<file path="src/jmpp_pkg.sv">
/*
 * Shared constants, state types and TAP step function of the JTAG
 * programming port. Assumes both ends are compiled after this package.
 */
`default_nettype none

package jmpp_pkg;

	// ----------------------------------------
	// instruction register
	// ----------------------------------------
	localparam int IR_W = 4;
	localparam logic [3:0] IR_RESET = 4'hC;
	localparam logic [3:0] IR_UNLOCK = 4'h4;
	localparam logic [3:0] IR_CMD = 4'h5;
	localparam logic [3:0] IR_PAGELOAD = 4'h6;
	localparam logic [3:0] IR_PAGEREAD = 4'h7;
	localparam logic [3:0] IR_RST_VAL = 4'hF;
	localparam logic [3:0] IR_CAPTURE = 4'h1;

	// ----------------------------------------
	// data registers
	// ----------------------------------------
	localparam int UNLOCK_W = 16;
	localparam int CMD_W = 15;
	localparam int BYTE_W = 8;
	localparam int BYPASS_W = 1;
	localparam logic [15:0] UNLOCK_SIG = 16'hA370;
	localparam logic [15:0] UNLOCK_RST = 16'h0000;
	localparam logic [14:0] CMD_RST = 15'h0000;
	localparam logic [15:0] PC_RST = 16'h0000;
	localparam logic [6:0] CMD_ADDR_HI = 7'h07;
	localparam logic [6:0] CMD_ADDR_LO = 7'h03;

	// ----------------------------------------
	// timing
	// ----------------------------------------
	localparam logic [1:0] DIS_CLR_CLKS = 2'h2;
	localparam int RST_TIMEOUT_CLKS = 64;
	localparam int TCK_HALF = 5;
	localparam int TLR_ONES = 5;
	localparam int PRE_DR = 3;
	localparam int PRE_IR = 4;

	// ----------------------------------------
	// types
	// ----------------------------------------
	typedef enum logic [15:0] {
		TAP_TLR = 16'h0001, TAP_RTI = 16'h0002, TAP_SEL_DR = 16'h0004,
		TAP_CAP_DR = 16'h0008, TAP_SH_DR = 16'h0010, TAP_EX1_DR = 16'h0020,
		TAP_PAU_DR = 16'h0040, TAP_EX2_DR = 16'h0080, TAP_UPD_DR = 16'h0100,
		TAP_SEL_IR = 16'h0200, TAP_CAP_IR = 16'h0400, TAP_SH_IR = 16'h0800,
		TAP_EX1_IR = 16'h1000, TAP_PAU_IR = 16'h2000, TAP_EX2_IR = 16'h4000,
		TAP_UPD_IR = 16'h8000
	} jmpp_tap_t;

	typedef enum logic [2:0] {
		H_INIT = 3'h1, H_IDLE = 3'h2, H_RUN = 3'h4
	} jmpp_host_t;

	function automatic jmpp_tap_t tap_next(input jmpp_tap_t s, input logic tms);
		case (s)
			TAP_TLR: tap_next = tms ? TAP_TLR : TAP_RTI;
			TAP_RTI: tap_next = tms ? TAP_SEL_DR : TAP_RTI;
			TAP_SEL_DR: tap_next = tms ? TAP_SEL_IR : TAP_CAP_DR;
			TAP_CAP_DR: tap_next = tms ? TAP_EX1_DR : TAP_SH_DR;
			TAP_SH_DR: tap_next = tms ? TAP_EX1_DR : TAP_SH_DR;
			TAP_EX1_DR: tap_next = tms ? TAP_UPD_DR : TAP_PAU_DR;
			TAP_PAU_DR: tap_next = tms ? TAP_EX2_DR : TAP_PAU_DR;
			TAP_EX2_DR: tap_next = tms ? TAP_UPD_DR : TAP_SH_DR;
			TAP_UPD_DR: tap_next = tms ? TAP_SEL_DR : TAP_RTI;
			TAP_SEL_IR: tap_next = tms ? TAP_TLR : TAP_CAP_IR;
			TAP_CAP_IR: tap_next = tms ? TAP_EX1_IR : TAP_SH_IR;
			TAP_SH_IR: tap_next = tms ? TAP_EX1_IR : TAP_SH_IR;
			TAP_EX1_IR: tap_next = tms ? TAP_UPD_IR : TAP_PAU_IR;
			TAP_PAU_IR: tap_next = tms ? TAP_EX2_IR : TAP_PAU_IR;
			TAP_EX2_IR: tap_next = tms ? TAP_UPD_IR : TAP_SH_IR;
			TAP_UPD_IR: tap_next = tms ? TAP_SEL_DR : TAP_RTI;
			default: tap_next = TAP_TLR;
		endcase
	endfunction

endpackage

`default_nettype wire

</file>
<file path="src/jmpp_if.sv">
/*
 * The four test-access pins between programmer and device.
 * Assumes the bench reads tdo only while tdo_oe is high.
 */
`default_nettype none

interface jmpp_if;
	logic tck;
	logic tms;
	logic tdi;
	logic tdo;
	logic tdo_oe;

	modport dev (input tck, input tms, input tdi, output tdo, output tdo_oe);
	modport prog (output tck, output tms, output tdi, input tdo, input tdo_oe);
endinterface

`default_nettype wire

</file>
<file path="src/jmpp_device.sv">
/*
 * Device end of the JTAG programming port: TAP controller, instruction
 * register and the reset, unlock, command and byte data registers.
 * Assumes clk is much faster than tck and that the program memory
 * answers pr_data for address pc combinationally.
 */
`default_nettype none

// Behaviour
// - four-bit instruction register, sixteen codes
// - all scan registers shift LSB first
// - only the four test pins needed
// - port needs fuse set, disable bit clear
// - Run-Test/Idle clocks commands and idles
// - code C selects one-bit reset chain
// - chip reset follows chain bit, unlatched
// - chain one acts like reset; then time-out
// - programmer resets chip before unlocking
// - code 4: unlock register, compared on update
// - programming only with exact signature
// - unlock register cleared at power-on
// - code 5: command register, captures result
// - update applies command; idle clocks it
// - code 6: byte register is command low byte
// - page-load byte written soon after update
// - load low then high; pre-increment except first
// - code 7: capture byte, low then high
// - read post-increments after every high byte
module jmpp_device #(
	parameter int RST_TIMEOUT = jmpp_pkg::RST_TIMEOUT_CLKS
) (
	input wire logic clk,
	input wire logic rstn,
	jmpp_if.dev link,
	input wire logic port_enable_fuse,
	input wire logic port_disable_set,
	input wire logic ext_rst_n,
	output logic port_disable_bit,
	output logic chip_reset,
	output logic prog_mode,
	output logic [14:0] mem_cmd,
	output logic mem_cmd_clk,
	input wire logic [14:0] mem_result,
	output logic [15:0] pc,
	output logic pb_wr,
	output logic pb_wr_high,
	output logic [7:0] pb_wr_data,
	input wire logic [15:0] pr_data
);
	if (RST_TIMEOUT < 1 || RST_TIMEOUT > 65535) begin : g_chk
		$error("jmpp_device RST_TIMEOUT out of range");
	end

	function automatic logic [15:0] shift_in(input logic [15:0] v, input logic b,
			input int len);
		logic [15:0] r;
		r = v >> 1;
		r[len-1] = b;
		return r;
	endfunction

	// ----------------------------------------
	// pin synchronisers
	// ----------------------------------------
	logic tck_s1, tck_s2, tck_s3;
	logic tms_s1, tms_s2;
	logic tdi_s1, tdi_s2;
	logic ext_s1, ext_s2;

	always_ff @(posedge clk or negedge rstn) begin
		if (!rstn) begin
			{tck_s1, tck_s2, tck_s3} <= 3'h0;
			{tms_s1, tms_s2} <= 2'h3;
			{tdi_s1, tdi_s2} <= 2'h0;
			{ext_s1, ext_s2} <= 2'h3;
		end else begin
			{tck_s1, tck_s2, tck_s3} <= {link.tck, tck_s1, tck_s2};
			{tms_s1, tms_s2} <= {link.tms, tms_s1};
			{tdi_s1, tdi_s2} <= {link.tdi, tdi_s1};
			{ext_s1, ext_s2} <= {ext_rst_n, ext_s1};
		end
	end

	// ----------------------------------------
	// port enable and disable bit
	// ----------------------------------------
	logic [1:0] low_reg;
	wire port_active = port_enable_fuse & ~port_disable_bit;

	// set from software wins over the clear by the reset pin
	always_ff @(posedge clk or negedge rstn) begin
		if (!rstn) begin
			port_disable_bit <= 1'b0;
			low_reg <= 2'h0;
		end else begin
			low_reg <= ext_s2 ? 2'h0 : (low_reg == jmpp_pkg::DIS_CLR_CLKS ? low_reg : low_reg + 2'h1);
			if (port_disable_set)
				port_disable_bit <= 1'b1;
			else if (!ext_s2 && low_reg + 2'h1 == jmpp_pkg::DIS_CLR_CLKS)
				port_disable_bit <= 1'b0;
		end
	end

	// ----------------------------------------
	// TAP controller
	// ----------------------------------------
	jmpp_pkg::jmpp_tap_t tap_reg;
	logic [3:0] ir_reg, ir_sh;
	logic [15:0] sh_reg;
	logic rst_chain;
	logic [15:0] unlock_reg;
	logic [14:0] cmd_reg;
	logic cmd_pend;
	logic pl_high, pl_first, pr_high;
	logic tdo_reg, tdo_oe_reg;
	logic [15:0] to_reg;

	wire rise = tck_s2 & ~tck_s3;
	wire fall = ~tck_s2 & tck_s3;
	wire jmpp_pkg::jmpp_tap_t tap_n = jmpp_pkg::tap_next(tap_reg, tms_s2);
	wire cap_dr = rise && tap_reg == jmpp_pkg::TAP_CAP_DR;
	wire sh_dr = rise && tap_reg == jmpp_pkg::TAP_SH_DR;
	wire upd_dr = fall && tap_reg == jmpp_pkg::TAP_UPD_DR;
	wire cap_ir = rise && tap_reg == jmpp_pkg::TAP_CAP_IR;
	wire sh_ir = rise && tap_reg == jmpp_pkg::TAP_SH_IR;
	wire upd_ir = fall && tap_reg == jmpp_pkg::TAP_UPD_IR;
	wire rti_in = rise && tap_reg != jmpp_pkg::TAP_RTI && tap_n == jmpp_pkg::TAP_RTI;
	wire sel_rst = ir_reg == jmpp_pkg::IR_RESET;
	wire sel_unl = ir_reg == jmpp_pkg::IR_UNLOCK;
	wire sel_cmd = ir_reg == jmpp_pkg::IR_CMD;
	wire sel_pl = ir_reg == jmpp_pkg::IR_PAGELOAD;
	wire sel_pr = ir_reg == jmpp_pkg::IR_PAGEREAD;
	wire [6:0] op = sh_reg[14:8];
	wire [15:0] pl_addr = (!pl_high && !pl_first) ? pc + 16'h0001 : pc;
	wire dr_out = sel_rst ? rst_chain : sh_reg[0];

	// data register length follows the instruction
	wire [4:0] dr_len = sel_unl ? 5'(jmpp_pkg::UNLOCK_W) :
		sel_cmd ? 5'(jmpp_pkg::CMD_W) :
		(sel_pl || sel_pr) ? 5'(jmpp_pkg::BYTE_W) : 5'(jmpp_pkg::BYPASS_W);

	assign prog_mode = port_active && unlock_reg == jmpp_pkg::UNLOCK_SIG;
	assign mem_cmd = cmd_reg;
	assign link.tdo = tdo_reg;
	assign link.tdo_oe = tdo_oe_reg;
	// the chain bit drives reset directly, with no update latch
	assign chip_reset = rst_chain | ~ext_s2 | (to_reg != 16'h0000);

	// instruction reset to TLR is not caused by the reset instruction
	always_ff @(posedge clk or negedge rstn) begin
		if (!rstn) begin
			tap_reg <= jmpp_pkg::TAP_TLR;
			ir_reg <= jmpp_pkg::IR_RST_VAL;
			ir_sh <= jmpp_pkg::IR_RST_VAL;
		end else if (!port_active) begin
			tap_reg <= jmpp_pkg::TAP_TLR;
			ir_reg <= jmpp_pkg::IR_RST_VAL;
		end else begin
			if (rise)
				tap_reg <= tap_n;
			if (rise && tap_reg == jmpp_pkg::TAP_TLR)
				ir_reg <= jmpp_pkg::IR_RST_VAL;
			else if (upd_ir)
				ir_reg <= ir_sh;
			if (cap_ir)
				ir_sh <= jmpp_pkg::IR_CAPTURE;
			else if (sh_ir)
				ir_sh <= {tdi_s2, ir_sh[3:1]};
		end
	end

	// ----------------------------------------
	// data registers
	// ----------------------------------------
	always_ff @(posedge clk or negedge rstn) begin
		if (!rstn) begin
			sh_reg <= 16'h0000;
			rst_chain <= 1'b0;
			unlock_reg <= jmpp_pkg::UNLOCK_RST;
			cmd_reg <= jmpp_pkg::CMD_RST;
		end else begin
			if (cap_dr && sel_cmd)
				sh_reg <= {1'b0, mem_result};
			else if (cap_dr && sel_pr && prog_mode)
				sh_reg <= {8'h00, pr_high ? pr_data[15:8] : pr_data[7:0]};
			else if (cap_dr && !sel_rst)
				sh_reg <= 16'h0000;
			else if (sh_dr && !sel_rst)
				sh_reg <= shift_in(sh_reg, tdi_s2, int'(dr_len));
			if (sh_dr && sel_rst)
				rst_chain <= tdi_s2;
			if (upd_dr && sel_unl)
				unlock_reg <= sh_reg;
			if (upd_dr && sel_cmd && prog_mode)
				cmd_reg <= sh_reg[14:0];
			else if (upd_dr && sel_pl && prog_mode)
				cmd_reg[7:0] <= sh_reg[7:0];
		end
	end

	// ----------------------------------------
	// command clock, page load and page read
	// ----------------------------------------
	always_ff @(posedge clk or negedge rstn) begin
		if (!rstn) begin
			cmd_pend <= 1'b0;
			mem_cmd_clk <= 1'b0;
			pc <= jmpp_pkg::PC_RST;
			pl_high <= 1'b0;
			pl_first <= 1'b1;
			pr_high <= 1'b0;
			pb_wr <= 1'b0;
			pb_wr_high <= 1'b0;
			pb_wr_data <= 8'h00;
		end else begin
			mem_cmd_clk <= 1'b0;
			pb_wr <= 1'b0;
			if (upd_dr && sel_cmd && prog_mode) begin
				cmd_pend <= 1'b1;
				if (op == jmpp_pkg::CMD_ADDR_HI)
					pc[15:8] <= sh_reg[7:0];
				else if (op == jmpp_pkg::CMD_ADDR_LO)
					pc[7:0] <= sh_reg[7:0];
			end else if (rti_in && sel_cmd && cmd_pend) begin
				cmd_pend <= 1'b0;
				mem_cmd_clk <= prog_mode;
			end
			if (upd_ir) begin
				pl_high <= 1'b0;
				pl_first <= 1'b1;
				pr_high <= 1'b0;
			end else if (upd_dr && sel_pl && prog_mode) begin
				// written the next clock, far inside the tck budget
				pc <= pl_addr;
				pb_wr <= 1'b1;
				pb_wr_high <= pl_high;
				pb_wr_data <= sh_reg[7:0];
				pl_high <= ~pl_high;
				pl_first <= 1'b0;
			end else if (cap_dr && sel_pr && prog_mode) begin
				pr_high <= ~pr_high;
				if (pr_high)
					pc <= pc + 16'h0001;
			end
		end
	end

	// ----------------------------------------
	// reset time-out and tdo
	// ----------------------------------------
	always_ff @(posedge clk or negedge rstn) begin
		if (!rstn) begin
			to_reg <= 16'(RST_TIMEOUT);
			tdo_reg <= 1'b0;
			tdo_oe_reg <= 1'b0;
		end else begin
			if (rst_chain || !ext_s2)
				to_reg <= 16'(RST_TIMEOUT);
			else if (to_reg != 16'h0000)
				to_reg <= to_reg - 16'h0001;
			if (fall) begin
				tdo_oe_reg <= port_active && (tap_reg == jmpp_pkg::TAP_SH_DR ||
					tap_reg == jmpp_pkg::TAP_SH_IR);
				tdo_reg <= tap_reg == jmpp_pkg::TAP_SH_IR ? ir_sh[0] : dr_out;
			end
		end
	end
endmodule

`default_nettype wire

</file>
<file path="src/flat_wrapper.sv">
// flat-port wrapper written by rule: the top's interface ports become plain ports
module jmpp_device_flat 
#(
	parameter int RST_TIMEOUT = jmpp_pkg::RST_TIMEOUT_CLKS
)
  (clk, rstn, port_enable_fuse, port_disable_set, ext_rst_n, port_disable_bit, chip_reset, prog_mode, mem_cmd, mem_cmd_clk, mem_result, pc, pb_wr, pb_wr_high, pb_wr_data, pr_data, link_tck, link_tms, link_tdi, link_tdo, link_tdo_oe);
  jmpp_if link_i ();
  input wire logic clk;
  input wire logic rstn;
  input wire logic port_enable_fuse;
  input wire logic port_disable_set;
  input wire logic ext_rst_n;
  output logic port_disable_bit;
  output logic chip_reset;
  output logic prog_mode;
  output logic [14:0] mem_cmd;
  output logic mem_cmd_clk;
  input wire logic [14:0] mem_result;
  output logic [15:0] pc;
  output logic pb_wr;
  output logic pb_wr_high;
  output logic [7:0] pb_wr_data;
  input wire logic [15:0] pr_data;
  input wire logic [$bits(link_i.tck)-1:0] link_tck;
  input wire logic [$bits(link_i.tms)-1:0] link_tms;
  input wire logic [$bits(link_i.tdi)-1:0] link_tdi;
  output wire logic [$bits(link_i.tdo)-1:0] link_tdo;
  output wire logic [$bits(link_i.tdo_oe)-1:0] link_tdo_oe;
  assign link_i.tck = link_tck;
  assign link_i.tms = link_tms;
  assign link_i.tdi = link_tdi;
  assign link_tdo = link_i.tdo;
  assign link_tdo_oe = link_i.tdo_oe;
  jmpp_device #(.RST_TIMEOUT(RST_TIMEOUT)) u_core (.clk(clk), .rstn(rstn), .link(link_i), .port_enable_fuse(port_enable_fuse), .port_disable_set(port_disable_set), .ext_rst_n(ext_rst_n), .port_disable_bit(port_disable_bit), .chip_reset(chip_reset), .prog_mode(prog_mode), .mem_cmd(mem_cmd), .mem_cmd_clk(mem_cmd_clk), .mem_result(mem_result), .pc(pc), .pb_wr(pb_wr), .pb_wr_high(pb_wr_high), .pb_wr_data(pb_wr_data), .pr_data(pr_data));
endmodule
</file>
<file path="config.mk">
export PLATFORM = sky130hd
export DESIGN_NAME = jmpp_device_flat
export DESIGN_NICKNAME = d
export VERILOG_FILES = /design/src/jmpp_pkg.sv /design/src/jmpp_if.sv /design/src/jmpp_device.sv /design/src/flat_wrapper.sv
export SDC_FILE = /design/constraint.sdc
export NUM_CORES = 1
export LEC_CHECK = 0
export BUFFER_PORTS_ARGS = -buffer_cell sky130_fd_sc_hd__buf_2
export CAP_MARGIN = 0
export CELL_PAD_IN_SITES_DETAIL_PLACEMENT = 1
export CELL_PAD_IN_SITES_GLOBAL_PLACEMENT = 1
export CORE_UTILIZATION = 30
export CTS_BUF_LIST = sky130_fd_sc_hd__clkbuf_4
export CTS_CLUSTER_DIAMETER = 120
export DETAILED_ROUTE_END_ITERATION = 8
export PLACE_DENSITY_LB_ADDON = 0.1
export SLEW_MARGIN = 40
export SYNTH_ARGS = -nofsm -noshare
export SYNTH_HDL_FRONTEND = slang
export SYNTH_SLANG_ARGS = --single-unit
</file>
<file path="constraint.sdc">
create_clock -name clk -period 3.3 [get_ports clk]
set_clock_uncertainty 0.05 [all_clocks]
set_input_delay 0.66 -clock clk [delete_from_list [all_inputs] [get_ports clk]]
set_output_delay 0.66 -clock clk [all_outputs]
set_load 0.1 [all_outputs]
</file>
# [Word-level counts from Yosys, hierarchy flattened]
# Index checks and enable logic that the tools add are counted.
[totals] output_inout_bits=47 regBits=133 word_cells=194
[op_classes] order_cmp=2 mux=63 n_reduce_logical=49 add_sub_neg=4 n_eq_ne=33 bitwise=12
[op_table] op="two-way mux 16 bit" count=16
[op_table] op="case mux 16 bit (12 select lines)" count=1
[op_table] op="two-way mux 8 bit" count=7
[op_table] op="== test 16 bit, second input constant" count=2
[op_table] op="== test 16 x 2 -> 1 bit, second input constant" count=2
[op_table] op="greater-or-equal comparator 32 x 1 -> 1 bit, second input constant" count=1
[op_table] op="< comparator 32 x 6 -> 1 bit, second input constant" count=1
[op_table] op="logical AND 1 bit" count=27
[op_table] op="two-way mux 4 bit" count=6
[op_table] op="two-way mux 1 bit" count=18
[op_table] op="two-way mux 9 bit" count=2
[op_table] op="adder 16 x 1 -> 16 bit, second input constant" count=1
[op_table] op="bitwise mux 16 bit" count=1
[op_table] op="== test 16 x 1 -> 1 bit, second input constant" count=1
[op_table] op="== test 16 x 10 -> 1 bit, second input constant" count=1
[op_table] op="== test 16 x 11 -> 1 bit, second input constant" count=1
[op_table] op="== test 16 x 12 -> 1 bit, second input constant" count=1
[op_table] op="== test 16 x 13 -> 1 bit, second input constant" count=1
[op_table] op="== test 16 x 14 -> 1 bit, second input constant" count=1
[op_table] op="== test 16 x 15 -> 1 bit, second input constant" count=1
[op_table] op="== test 16 x 3 -> 1 bit, second input constant" count=1
[op_table] op="== test 16 x 4 -> 1 bit, second input constant" count=1
[op_table] op="== test 16 x 5 -> 1 bit, second input constant" count=1
[op_table] op="== test 16 x 6 -> 1 bit, second input constant" count=1
[op_table] op="36 further kinds" count=67

# [Depth between registers and ports, before layout]
# Gate-level depths: netlist of the first run.
[logic_depth] depth_word=15 depth_mapped=9 depth_no_buf=8

# [Worst setup path after synthesis of the first run]
# Ideal clock, no wire load.
[synth_timing] path_kind="register to output" startpoint="reg u_core.port_disable_bit" endpoint="out prog_mode" stages_incl_launch_ff=4 t_arrival_ns=2.138 path_slack_ns=0.452 path_buffers=0 path_cell_list="dfrtp_1 nor2b_1 and2_1 and2_1"
[synth_between] elab_chain_len=3
[synth_lines] item="start: declaration" line_no="jmpp_device.sv:38" text="output logic port_disable_bit,"
[synth_lines] item="start signal: assignment" line_no="jmpp_device.sv:93" text="port_disable_bit <= 1'b0;"
[synth_lines] item="start signal: assignment" line_no="jmpp_device.sv:98" text="port_disable_bit <= 1'b1;"
[synth_lines] item="start signal: assignment" line_no="jmpp_device.sv:100" text="port_disable_bit <= 1'b0;"
[synth_lines] item="NOT 1 bit" line_no="jmpp_device.sv:88" text="wire port_active = port_enable_fuse & ~port_disable_bit;"
[synth_lines] item="AND 1 bit" line_no="jmpp_device.sv:88"
[synth_lines] item="logical AND 1 bit" line_no="jmpp_device.sv:142" text="assign prog_mode = port_active && unlock_reg == jmpp_pkg::UNLOCK_SIG;"
[synth_lines] item="end: declaration" line_no="flat_wrapper.sv:15" text="output logic prog_mode;"
# No other way between the ends.

# [Worst setup path after layout of the first run]
[layout_timing] startpoint="reg u_core.unlock_reg[11]" endpoint="out prog_mode"
[layout_between] elab_chain_len=2
[layout_lines] item="start: declaration" line_no="jmpp_device.sv:111" text="logic [15:0] unlock_reg;"
[layout_lines] item="start signal: assignment" line_no="jmpp_device.sv:179" text="unlock_reg <= jmpp_pkg::UNLOCK_RST;"
[layout_lines] item="start signal: assignment" line_no="jmpp_device.sv:193" text="unlock_reg <= sh_reg;"
[layout_lines] item="== test 16 bit" line_no="jmpp_device.sv:142"
[layout_lines] item="logical AND 1 bit" line_no="jmpp_device.sv:142"
# No other way between the ends.

==> summary.txt, run 1 <==
Synthesis
  • Mapped Cells: approximately 670
  • Yosys warns: 0
  • Post-synth EDFFs: 0
  • Post-synth ARST share: 100%
  • Mapped Area: 6690 sq um
  • Syn avg cell area: 9.97 sq um
  • Post-synthesis sequential area ratio: 50.0%
  • Post-synth top flop: dfrtp_1
  • #FFs+latches synth: around 130
  • Syn Nets: slightly above 700
  • Netlist cell types: 61

Routing
  • Via-to-Cell Ratio: between 5 and 6
  • Post-DRT Antenna Nets: 0
  • Router iterations before antenna repair: 4
  • Drt wl/cell: 18.9 um
  • Final wirelength: between 20 and 25 mm
  • DRC viols: 0
  • DR vias: 5637
  • First DRT Iteration DRCs: 263

Worst setup path
  • CP endpoint kind: output pin
  • CP Class: reg2out
  • Reg2reg setup slack: 0.39 ns
  • CP Launch Type: flip-flop
  • Worst EP arrival: 2.38 ns
  • CP max stage cell: nor4bb_1
  • Delay-heaviest family, CP: simple AND/OR/NAND/NOR gates
  • WP data required: 2.59 ns
  • CP Cell Sequence: nor4bb_1 > and3_1 > and2_1 > clkbuf_4
  • Buf/Inv on CP: 1
  • Crit path max fanout: 5
  • Crit-path max cell delay: 0.50 ns

Finish
  • Final instance area: between 7000 and 8000 sq um
  • FILL cells: 2508
  • Fin nets: 819
  • Fraction of layout cells with a size suffix above 1: 28.1%
  • Area growth from synthesis to layout: 18.6%

Pwr
  • Peak supply drop: between 0.00015 and 0.0002 V
  • Leakage: 3.60 nW
  • P per Cell Area: around 430 nW/um^2

Placement
  • GP Congestion: between 0.8 and 0.9
  • Placed cell area: 7610 sq um
  • PortBufs: 85
  • HPWL after DPL: 14.8 mm

Die
  • Total die area: around 23000 sq um
  • Die Height: between 150 and 200 um
  • Initial Util: 30.7%
  • Site Rows: 54
  • I/O Pins: 86
  • Placeable core area: approximately 22000 sq um
  • DIE WIDTH: 151 um

STA
  • Final Slew Violations: 0
  • RSZ-0062 raised after global routing: no
  • Hold Slack: 0.0338 ns
  • Slew @ Worst Pin: about 0.67 ns
  • Fmax: around 320 MHz
  • Sum of negative setup slack: 0 ns
  • Hold Vio Cnt, Final: 0
  • Min Tclk post-route: 3.09 ns
  • Final setup violation count: 0
  • Slew HR: 55.4%
  • Tcrit/Tclk final: between 90% and 100%

CTS
  • CTS tree: built
  • CTS buffer count: 17
  • H-tree Lvls: 4
  • Clock Sinks: 133
  • # hold bufs at CTS: 0
  • Clock transition at the registers of the reported paths: about 0.13 ns
  • Postcts setup bufs: 0
  • Worst-Skew Late Latency: 0.55 ns
  • Clock tree buffer depth: 2
  • Clk root buf: clkbuf_4

Status
  • Status: completed

Global routing
  • Largest net degree at the start of global routing: 62
  • First-pass GRT wire length: 32.6 mm
  • Met2 Usage GRT: slightly below 30%
  • Initial antenna violation count: 1
  • GR Util met1: 26.2%
  • Global Route met3 Usage: 3.80%
  • Grt total ovfl: 0
  • Vias in the first global route: just under 6000
  • GRT Max-Usage Layer: met2
  • Tot GR Track Use: 18.9%

Job
  • Max cap viols: 0

Hold path
  • Hold Path Class: in2async
-- repair_timing --
| item | in CTS | in global routing |
|---|---|---|
| gates resized for setup | 1 | 3 |
| endpoints found under the setup margin | 1 | 2 |
| hold endpoints to repair | 0 | 0 |
-- path summary, 6_finish.rpt --
path	startpoint	to	cells past startpoint
max	u_core.unlock_reg[11]	prog_mode	4
min reg2reg	u_core.ext_s1	u_core.ext_s2	0
max reg2reg	u_core.tap_reg[11]	u_core.pc[2]	6
min	rstn	u_core.to_reg[0]	1
min in group clk	link_tms	u_core.tms_s1	1
max in group asynchronous	rstn	u_core.pc[5]	2
-- layout make-up --
class	instances	area, sq um	share of cell area (%)
Clock buffer	18	135	1.70
Multi-Input combinational cell	494	3190	40.2
Tap cell	280	350	4.42
Sequential cell	133	3350	42.2
Antenna cell	1	2.50	0.0315
Inverter	14	52.6	0.662
Timing Repair Buffer	116	682	8.59
Clock inverter	14	175	2.21
-- cell usage in the layout (no fill, tap or decap), drive strengths merged, types with 7 or more instances in the layout --
cell and n:
a21oi 27, a22oi 15, a31oi 14, and3 8, buf 114, clkbuf 20, dfrtp 118, dfstp 15
inv 18, mux2 43, nand2 76, nand2b 14, nand3 24, nand4 10, nor2 69, nor3 15
nor4 19, o21ai 31, o21bai 7, o221a 7, or3 7, or4 9, xnor2 13, xor2 7
-- metrics by stage --
step	utilization (%)	cells	power (W)	worst slack, ns
2_1_floorplan	-	671	0.00207	0.452
3_3_place_gp	34.9	1037	0.00220	0.522
3_5_place_dp	34.9	1037	0.00222	0.442
4_1_cts	36.3	1069	0.00346	0.0682
5_1_grt	36.4	1070	0.00359	0.0271
6_report	36.4	1070	0.00340	0.213
-- logic make-up (layout without fill, tap and decap cells) --
| kind of cell | count (synthesis) | count (layout) | share of synthesized area, % |
|---|---|---|---|
| fa+ha+maj | 4 | 4 | 0.748 |
| simple gates | 290 | 290 | 22.9 |
| other cells | 0 | 1 | 0 |
| buf+inv | 44 | 162 | 2.54 |
| compound gates | 132 | 132 | 13.2 |
| mux | 48 | 48 | 7.99 |
| xor+xnor | 20 | 20 | 2.62 |
| flops | 133 | 133 | 50.0 |
-- cells in the mapped netlist (5+ instances only) --
cell type    n  area, sq um
xor2_1       7         61.3
nor4_1      18          113
nand4_1     10         62.6
nand3_1     24          120
nor2_1      68          255
or3_1        6         37.5
a22oi_1     15          113
o21bai_1     7         52.6
a21oi_1     27          135
inv_1       14         52.6
xnor2_1     13          114
clkbuf_1    25         93.8
mux2_2      35          394
nor4b_1      5         43.8
o21ai_0     31          155
and2_1       5         31.3
nand2b_1    13         81.3
o221a_2      7         78.8
or4_1        8         60.1
a22o_1       6         52.6
and4_1       6         52.6
a31oi_1     14         87.6
nand2_1     76          285
nor3_1      13         65.1
dfrtp_1    118         2950
mux2i_1      5         50.1
dfstp_2     15          394
mux2_1       8         90.1
and3_1       8         50.1
-- layer usage --
layer	vias to the layer above	wire length [um]
met3	13	826
li1	2659	-
met1	2843	9630
met4	0	265
met2	122	9520
met5	-	0
-- where the power goes --
part,leakage (nW),total [W],internal (W),switching [W]
Sequential,1.69,0.00177,0.00170,0.0000692
Clock,0.160,0.00121,0.000542,0.000669
Combinational,1.75,0.000422,0.000167,0.000255
(Power assumes the default switching activity.)
==> run 2, diff against run 1 <==
--- a/config.mk
+++ b/config.mk
@@ -9,7 +9,7 @@
 export CAP_MARGIN = 0
 export CELL_PAD_IN_SITES_DETAIL_PLACEMENT = 1
 export CELL_PAD_IN_SITES_GLOBAL_PLACEMENT = 1
-export CORE_UTILIZATION = 30
+export CORE_UTILIZATION = 47
 export CTS_BUF_LIST = sky130_fd_sc_hd__clkbuf_4
 export CTS_CLUSTER_DIAMETER = 120
 export DETAILED_ROUTE_END_ITERATION = 8
==> run 2 against run 1 <==
First-iteration DRC count increased by 53%. Non-clock buffer count shrank 5. Design area is 3.2% lower. Cell count fell by 9.8%. Clock-buffer cell count rose by 2. Worst hold slack better by 0.094 ns. Register-to-register slack got worse by 0.04 ns. Sequential share of layout area rose by 1.4 points. Clock power is 19% lower. Via count rose by 2.5%. Die area decreased by 36%. Global-route usage rose by 9.1 points. Critical endpoint is now chip_reset.
==> summary.txt, run 2 (same netlist as run 1, synthesis figures left out) <==
Pwr
  • Peak supply drop: 0.000239 V (was 0.000191 V)
  • Leakage: 3.54 nW (was 3.60 nW)
  • P per Cell Area: 412 nW/um^2 (was 429 nW/um^2)

Worst setup path
  • Worst EP arrival: 2.43 ns (was 2.38 ns)
  • R2R depth: 5 (was 6)
  • CP Cell Sequence: or4_1 > nand4bb_1 > or2_2 > clkbuf_4 (was nor4bb_1 > and3_1 > and2_1 > clkbuf_4)
  • Buf/Inv on CP: 1 (unchanged)
  • Crit path to: chip_reset (was prog_mode)
  • Delay-heaviest family, CP: simple AND/OR/NAND/NOR gates (unchanged)
  • CP Launch Type: flip-flop (unchanged)
  • CP max stage cell: or4_1 (was nor4bb_1)
  • Worst path depth: 4 (unchanged)
  • CP startpoint: u_core.to_reg[5] (was u_core.unlock_reg[11])
  • CP endpoint kind: output pin (unchanged)
  • Crit path max fanout: 6 (was 5)
  • Crit-path max cell delay: 0.62 ns (was 0.50 ns)
  • Reg-to-Reg End: u_core.sh_reg[0] (was u_core.pc[2])
  • CP Class: reg2out (unchanged)
  • Reg2reg setup slack: 0.35 ns (was 0.39 ns)
  • WP data required: 2.59 ns (about the same)
  • RR Startpoint: u_core.tap_reg[5] (was u_core.tap_reg[11])

Routing
  • Router iterations before antenna repair: 4 (unchanged)
  • Drt wl/cell: 19.8 um (was 18.9 um)
  • First DRT Iteration DRCs: 402 (was 263)
  • DRC viols: 0 (unchanged)
  • DR vias: 5776 (was 5637)
  • Post-DRT Antenna Nets: 0 (unchanged)
  • Final wirelength: 19.2 mm (was 20.2 mm)
  • Via-to-Cell Ratio: 5.99 (was 5.27)

Die
  • Die Height: 121 um (was 151 um)
  • Placeable core area: 13900 sq um (was 21800 sq um)
  • DIE WIDTH: 121 um (was 151 um)
  • Site Rows: 43 (was 54)
  • I/O Pins: 86 (unchanged)
  • Initial Util: 48.2% (was 30.7%)
  • Total die area: 14700 sq um (was 22900 sq um)

CTS
  • H-tree Lvls: 4 (unchanged)
  • Clock Sinks: 133 (unchanged)
  • Clk root buf: clkbuf_4 (unchanged)
  • Worst-Skew Late Latency: 0.54 ns (was 0.55 ns)
  • Post_cts resized: 0 (was 1)
  • CTS buffer count: 17 (unchanged)
  • CTS tree: built (unchanged)
  • Postcts setup bufs: 0 (unchanged)
  • Clock tree buffer depth: 2 (unchanged)
  • Clock transition at the registers of the reported paths: 0.11 ns (was 0.13 ns)
  • # hold bufs at CTS: 0 (unchanged)

Global routing
  • Vias in the first global route: 6114 (was 5834)
  • Grt total ovfl: 0 (unchanged)
  • Largest net degree at the start of global routing: 90 (was 62)
  • First-pass GRT wire length: 31.5 mm (was 32.6 mm)
  • Tot GR Track Use: 28.0% (was 18.9%)
  • Initial antenna violation count: 1 (unchanged)

STA
  • Final Slew Violations: 0 (unchanged)
  • Slew HR: 48.4% (was 55.4%)
  • Min Tclk post-route: 3.14 ns (was 3.09 ns)
  • Fmax: 318 MHz (was 324 MHz)
  • Tcrit/Tclk final: 95.3% (was 93.5%)
  • Slew @ Worst Pin: 0.767 ns (was 0.669 ns)
  • Final setup violation count: 0 (unchanged)
  • Hold Vio Cnt, Final: 0 (unchanged)
  • Sum of negative setup slack: 0 ns (unchanged)
  • RSZ-0062 raised after global routing: no (unchanged)

Placement
  • PortBufs: 85 (unchanged)
  • Placed cell count: 932 (was 1037)
  • GP Congestion: 0.907 (was 0.813)
  • HPWL after DPL: 13.8 mm (was 14.8 mm)

Status
  • Status: completed (unchanged)

Finish
  • Highest-count cells in the layout ignoring fill and taps: 118 x dfrtp_1, 83 x buf_2, 76 x nand2_1, 68 x nor2_1, 35 x mux2_2 (was 118 x dfrtp_1, 82 x buf_2, 76 x nand2_1, 68 x nor2_1, 35 x mux2_2)
  • Fin cells: 965 (was 1070)
  • Fin nets: 814 (was 819)
  • Area growth from synthesis to layout: 14.8% (was 18.6%)
  • Fraction of layout cells with a size suffix above 1: 27.0% (was 28.1%)
  • Commonest non-fill, non-tap cell in the layout: dfrtp_1 (unchanged)

Job
  • Max cap viols: 0 (unchanged)

Hold path
  • Hold Path Class: in2async (unchanged)
## run 2: cell count changes in the layout (fill, tap and decap cells not counted), moves of 2 or more
cell,delta
clkinv_1,+3
inv_6,-4
bufinv_16,-2
buf_4,-4
clkinv_4,-2
clkinv_2,+3
## run 2: cell type report
type | count | area, sq um
Sequential cell | 133 | 3350
Antenna cell | 1 | 2.50
Timing Repair Buffer | 111 | 632
Tap cell | 180 | 225
Fill cell | 1659 | 6200
Clock inverter | 12 | 88.8
Multi-Input combinational cell | 494 | 3180
Inverter | 14 | 52.6
Clock buffer | 20 | 150
## run 2: metal layers
metal  track usage [%]  wire length (um)  vias to the layer above
li1                  -                 -                     2650
met1              37.6              8590                     2935
met2              45.0              9300                      170
met3              5.17               942                       21
met4              10.3               319                        0
met5                 0                 0                        -
## run 2: how the worst min path moves through the flow
stage / start / end / slack (ns)
CTS: ext_rst_n / u_core.ext_s1 / 0.11
global route: ext_rst_n / u_core.ext_s1 / 0.10
detailed placement: u_core.tck_s1 / u_core.tck_s2 / 0.29
finish: rstn / u_core.to_reg[1] / 0.13
floorplan: u_core.tck_s1 / u_core.tck_s2 / 0.28
global placement: u_core.tdi_s1 / u_core.tdi_s2 / 0.28
## run 2: power breakdown
group	switching, W	leakage, nW	internal (W)	total (W)
registers	0.0000675	1.69	0.00170	0.00177
logic	0.000251	1.72	0.000162	0.000413
clock network	0.000597	0.131	0.000383	0.000980
## run 2: per-stage QoR
| step | util, % | power (W) | instance area (sq um) | setup WS (ns) | hold slack (ns) |
|---|---|---|---|---|---|
| after floorplan | - | 0.00207 | 6690 | 0.452 | 0.281 |
| after CTS | 55.3 | 0.00319 | 7670 | 0.0942 | 0.112 |
| final | 55.3 | 0.00316 | 7680 | 0.156 | 0.128 |
| after global routing | 55.3 | 0.00332 | 7680 | 0.00555 | 0.100 |
| after global placement | 53.5 | 0.00219 | 7430 | 0.540 | 0.283 |
| after detailed placement | 53.5 | 0.00222 | 7430 | 0.418 | 0.291 |
==> run 3, diff against run 2 <==
--- a/config.mk
+++ b/config.mk
@@ -13,6 +13,7 @@
 export CTS_BUF_LIST = sky130_fd_sc_hd__clkbuf_4
 export CTS_CLUSTER_DIAMETER = 120
 export DETAILED_ROUTE_END_ITERATION = 8
+export GPL_TIMING_DRIVEN = 0
 export PLACE_DENSITY_LB_ADDON = 0.1
 export SLEW_MARGIN = 40
 export SYNTH_ARGS = -nofsm -noshare
==> run 3 against run 2 <==
Non-clock buffer count increased by 7. Critical path type unchanged. Global-route usage about the same. Core utilization increased by 1.0 points. Fmax decreased by 0.62%. Sequential share of layout area decreased by 0.78 points.
==> summary.txt, run 3 (same netlist as run 1, synthesis figures left out) <==
Placement
  • GP Congestion: 0.905 (was 0.907)
  • Placed cell area: 7400 sq um (was 7430 sq um)
  • Placed cell count: 937 (was 932)
  • PortBufs: 85 (unchanged)
  • HPWL after DPL: 13.8 mm (about the same)

Finish
  • Area growth from synthesis to layout: 16.9% (was 14.8%)
  • Fin nets: 821 (was 814)
  • Commonest non-fill, non-tap cell in the layout: dfrtp_1 (unchanged)
  • Final instance area: 7820 sq um (was 7680 sq um)
  • Fraction of layout cells with a size suffix above 1: 25.7% (was 27.0%)
  • Final Util: 56.3% (was 55.3%)
  • Fin cells: 972 (was 965)
  • Highest-count cells in the layout ignoring fill and taps: 118 x dfrtp_1, 87 x buf_2, 76 x nand2_1, 68 x nor2_1, 35 x mux2_2 (was 118 x dfrtp_1, 83 x buf_2, 76 x nand2_1, 68 x nor2_1, 35 x mux2_2)

Die
  • Placeable core area: 13900 sq um (unchanged)
  • Site Rows: 43 (unchanged)
  • Die Height: 121 um (unchanged)
  • Initial Util: 48.2% (unchanged)
  • DIE WIDTH: 121 um (unchanged)
  • I/O Pins: 86 (unchanged)
  • Total die area: 14700 sq um (unchanged)

Worst setup path
  • R2R depth: 7 (was 5)
  • Crit path max fanout: 9 (was 6)
  • Worst EP arrival: 2.45 ns (was 2.43 ns)
  • CP Launch Type: flip-flop (unchanged)
  • WP data required: 2.59 ns (about the same)
  • CP endpoint kind: output pin (unchanged)
  • Reg-to-Reg End: u_core.mem_cmd[3] (was u_core.sh_reg[0])
  • RR Startpoint: u_core.tap_reg[7] (was u_core.tap_reg[5])
  • Reg2reg setup slack: 0.20 ns (was 0.35 ns)
  • CP Class: reg2out (unchanged)

Global routing
  • Vias in the first global route: 6059 (was 6114)
  • First-pass GRT wire length: 31.5 mm (unchanged)
  • Initial antenna violation count: 1 (unchanged)
  • Grt total ovfl: 0 (unchanged)
  • Largest net degree at the start of global routing: 77 (was 90)
  • Tot GR Track Use: 28.0% (about the same)

Hold path
  • Hold Path Class: in2reg (was in2async)
  • Hold endpoint: u_core.tms_s1
  • Hold Path Origin: link_tms
  • Min-Delay Path Depth: 1

CTS
  • Clock transition at the registers of the reported paths: 0.12 ns (was 0.11 ns)
  • Clk root buf: clkbuf_4 (unchanged)
  • Clock tree buffer depth: 2 (unchanged)
  • H-tree Lvls: 4 (unchanged)
  • Clock Sinks: 133 (unchanged)
  • Worst-Skew Late Latency: 0.56 ns (was 0.54 ns)
  • CTS tree: built (unchanged)
  • CTS buffer count: 17 (unchanged)

Pwr
  • Peak supply drop: 0.000301 V (was 0.000239 V)
  • Comb pwr share: 12.4% (was 13.1%)
  • Cell-internal power: 0.00256 W (was 0.00225 W)
  • Power share of the sequential group: 50.2% (was 55.9%)
  • Leakage: 3.55 nW (was 3.54 nW)
  • P per Cell Area: 451 nW/um^2 (was 412 nW/um^2)
  • P_sw: 0.000966 W (was 0.000916 W)
  • Switching part of the total: 27.4% (was 29.0%)
  • Clock power frac: 37.3% (was 31.0%)

Status
  • Status: completed (unchanged)

STA
  • Fmax: 316 MHz (was 318 MHz)
  • Final Slew Violations: 0 (unchanged)
  • Min Tclk post-route: 3.16 ns (was 3.14 ns)
  • Slew @ Worst Pin: 0.778 ns (was 0.767 ns)
  • Hold Vio Cnt, Final: 0 (unchanged)
  • Tcrit/Tclk final: 95.9% (was 95.3%)
  • Final setup violation count: 0 (unchanged)
  • Slew HR: 47.5% (was 48.4%)

Routing
  • Via-to-Cell Ratio: 5.97 (was 5.99)
  • Post-DRT Antenna Nets: 0 (unchanged)
  • Final wirelength: 19.4 mm (was 19.2 mm)
  • DR vias: 5798 (was 5776)
  • DRC viols: 0 (unchanged)
  • Router iterations before antenna repair: 5 (was 4)
  • First DRT Iteration DRCs: 390 (was 402)
  • Drt wl/cell: 20.0 um (was 19.8 um)

Job
  • Max cap viols: 0 (unchanged)
[run 3: cell types whose count changed in the layout (fill, tap and decap cells not counted), moves of 4 or more]
cell | before | now
clkinv_2 | 5 | 1
buf_2 | 83 | 87
bufinv_16 | 1 | 5
buf_4 | 26 | 2
clkbuf_1 | 0 | 23
clkinv_4 | 0 | 4
nor4_1 | 18 | 13
nor4_2 | 0 | 5
[run 3: cell type report]
cell class,instances,area (sq um)
antenna,1,2.50
buffer,29,118
clock buffer,18,135
clock inverter,14,209
fill,1594,6060
inverter,14,52.6
multi-input combinational,494,3240
sequential,133,3350
tap,180,225
timing repair buffer,89,494
[run 3: how the worst max path moves through the flow]
stage	startpoint	end	slack, ns	cells past startpoint
after global routing	u_core.tap_reg[13]	u_core.sh_reg[3]	-0.004	7
after CTS	u_core.to_reg[5]	chip_reset	0.0007	6
after detailed placement	port_enable_fuse	u_core.pc[13]	0.008	7
after global placement	rstn	u_core.mem_cmd[12]	-0.31	1
final	u_core.to_reg[4]	chip_reset	0.14	5
after floorplan	u_core.port_disable_bit	prog_mode	0.45	3
[run 3: layer usage]
layer	global-route usage [%]	wire (um)	share of wire, %	vias to the layer above
li1	-	-	-	2670
met1	36.5	8530	44	2961
met2	46.2	9680	50	144
met3	5.73	909	4.7	23
met4	9.65	325	1.7	0
met5	0	0	0	-
[run 3: metrics by stage]
step	power [W]	hold WS, ns	TNS (ns)	setup WS (ns)
4_1_cts	0.00353	0.0981	0	0.000668
3_5_place_dp	0.00222	0.289	0	0.00833
2_1_floorplan	0.00207	0.281	0	0.452
6_report	0.00353	0.137	0	0.136
3_3_place_gp	0.00218	0.282	-35.60	-0.308
5_1_grt	0.00368	0.0820	-0.00395	-0.00395
[run 3: power groups by stage]
stage               registers [W]  logic (W)  clock network, W
floorplan                 0.00181   0.000255                 0
global placement          0.00179   0.000390                 0
detailed placement        0.00180   0.000418                 0
CTS                       0.00177   0.000427           0.00133
global route              0.00178   0.000487           0.00141
finish                    0.00177   0.000439           0.00132
[run 3: what timing repair did]
action                                  in CTS  in global routing
buffers inserted                             0                  2
endpoints found under the setup margin       1                 39
endpoints found under the hold margin       43                  0
hold buffers                                 1                  0
gates resized for setup                      4                  5
[run 3: critical path, cell delays in order (launching register included)]
cell and delay, ns:
dfrtp_1 0.45, or4_4 0.54, nand4bb_1 0.20, clkbuf_4 0.20, or2_2 0.31, buf_6 0.19
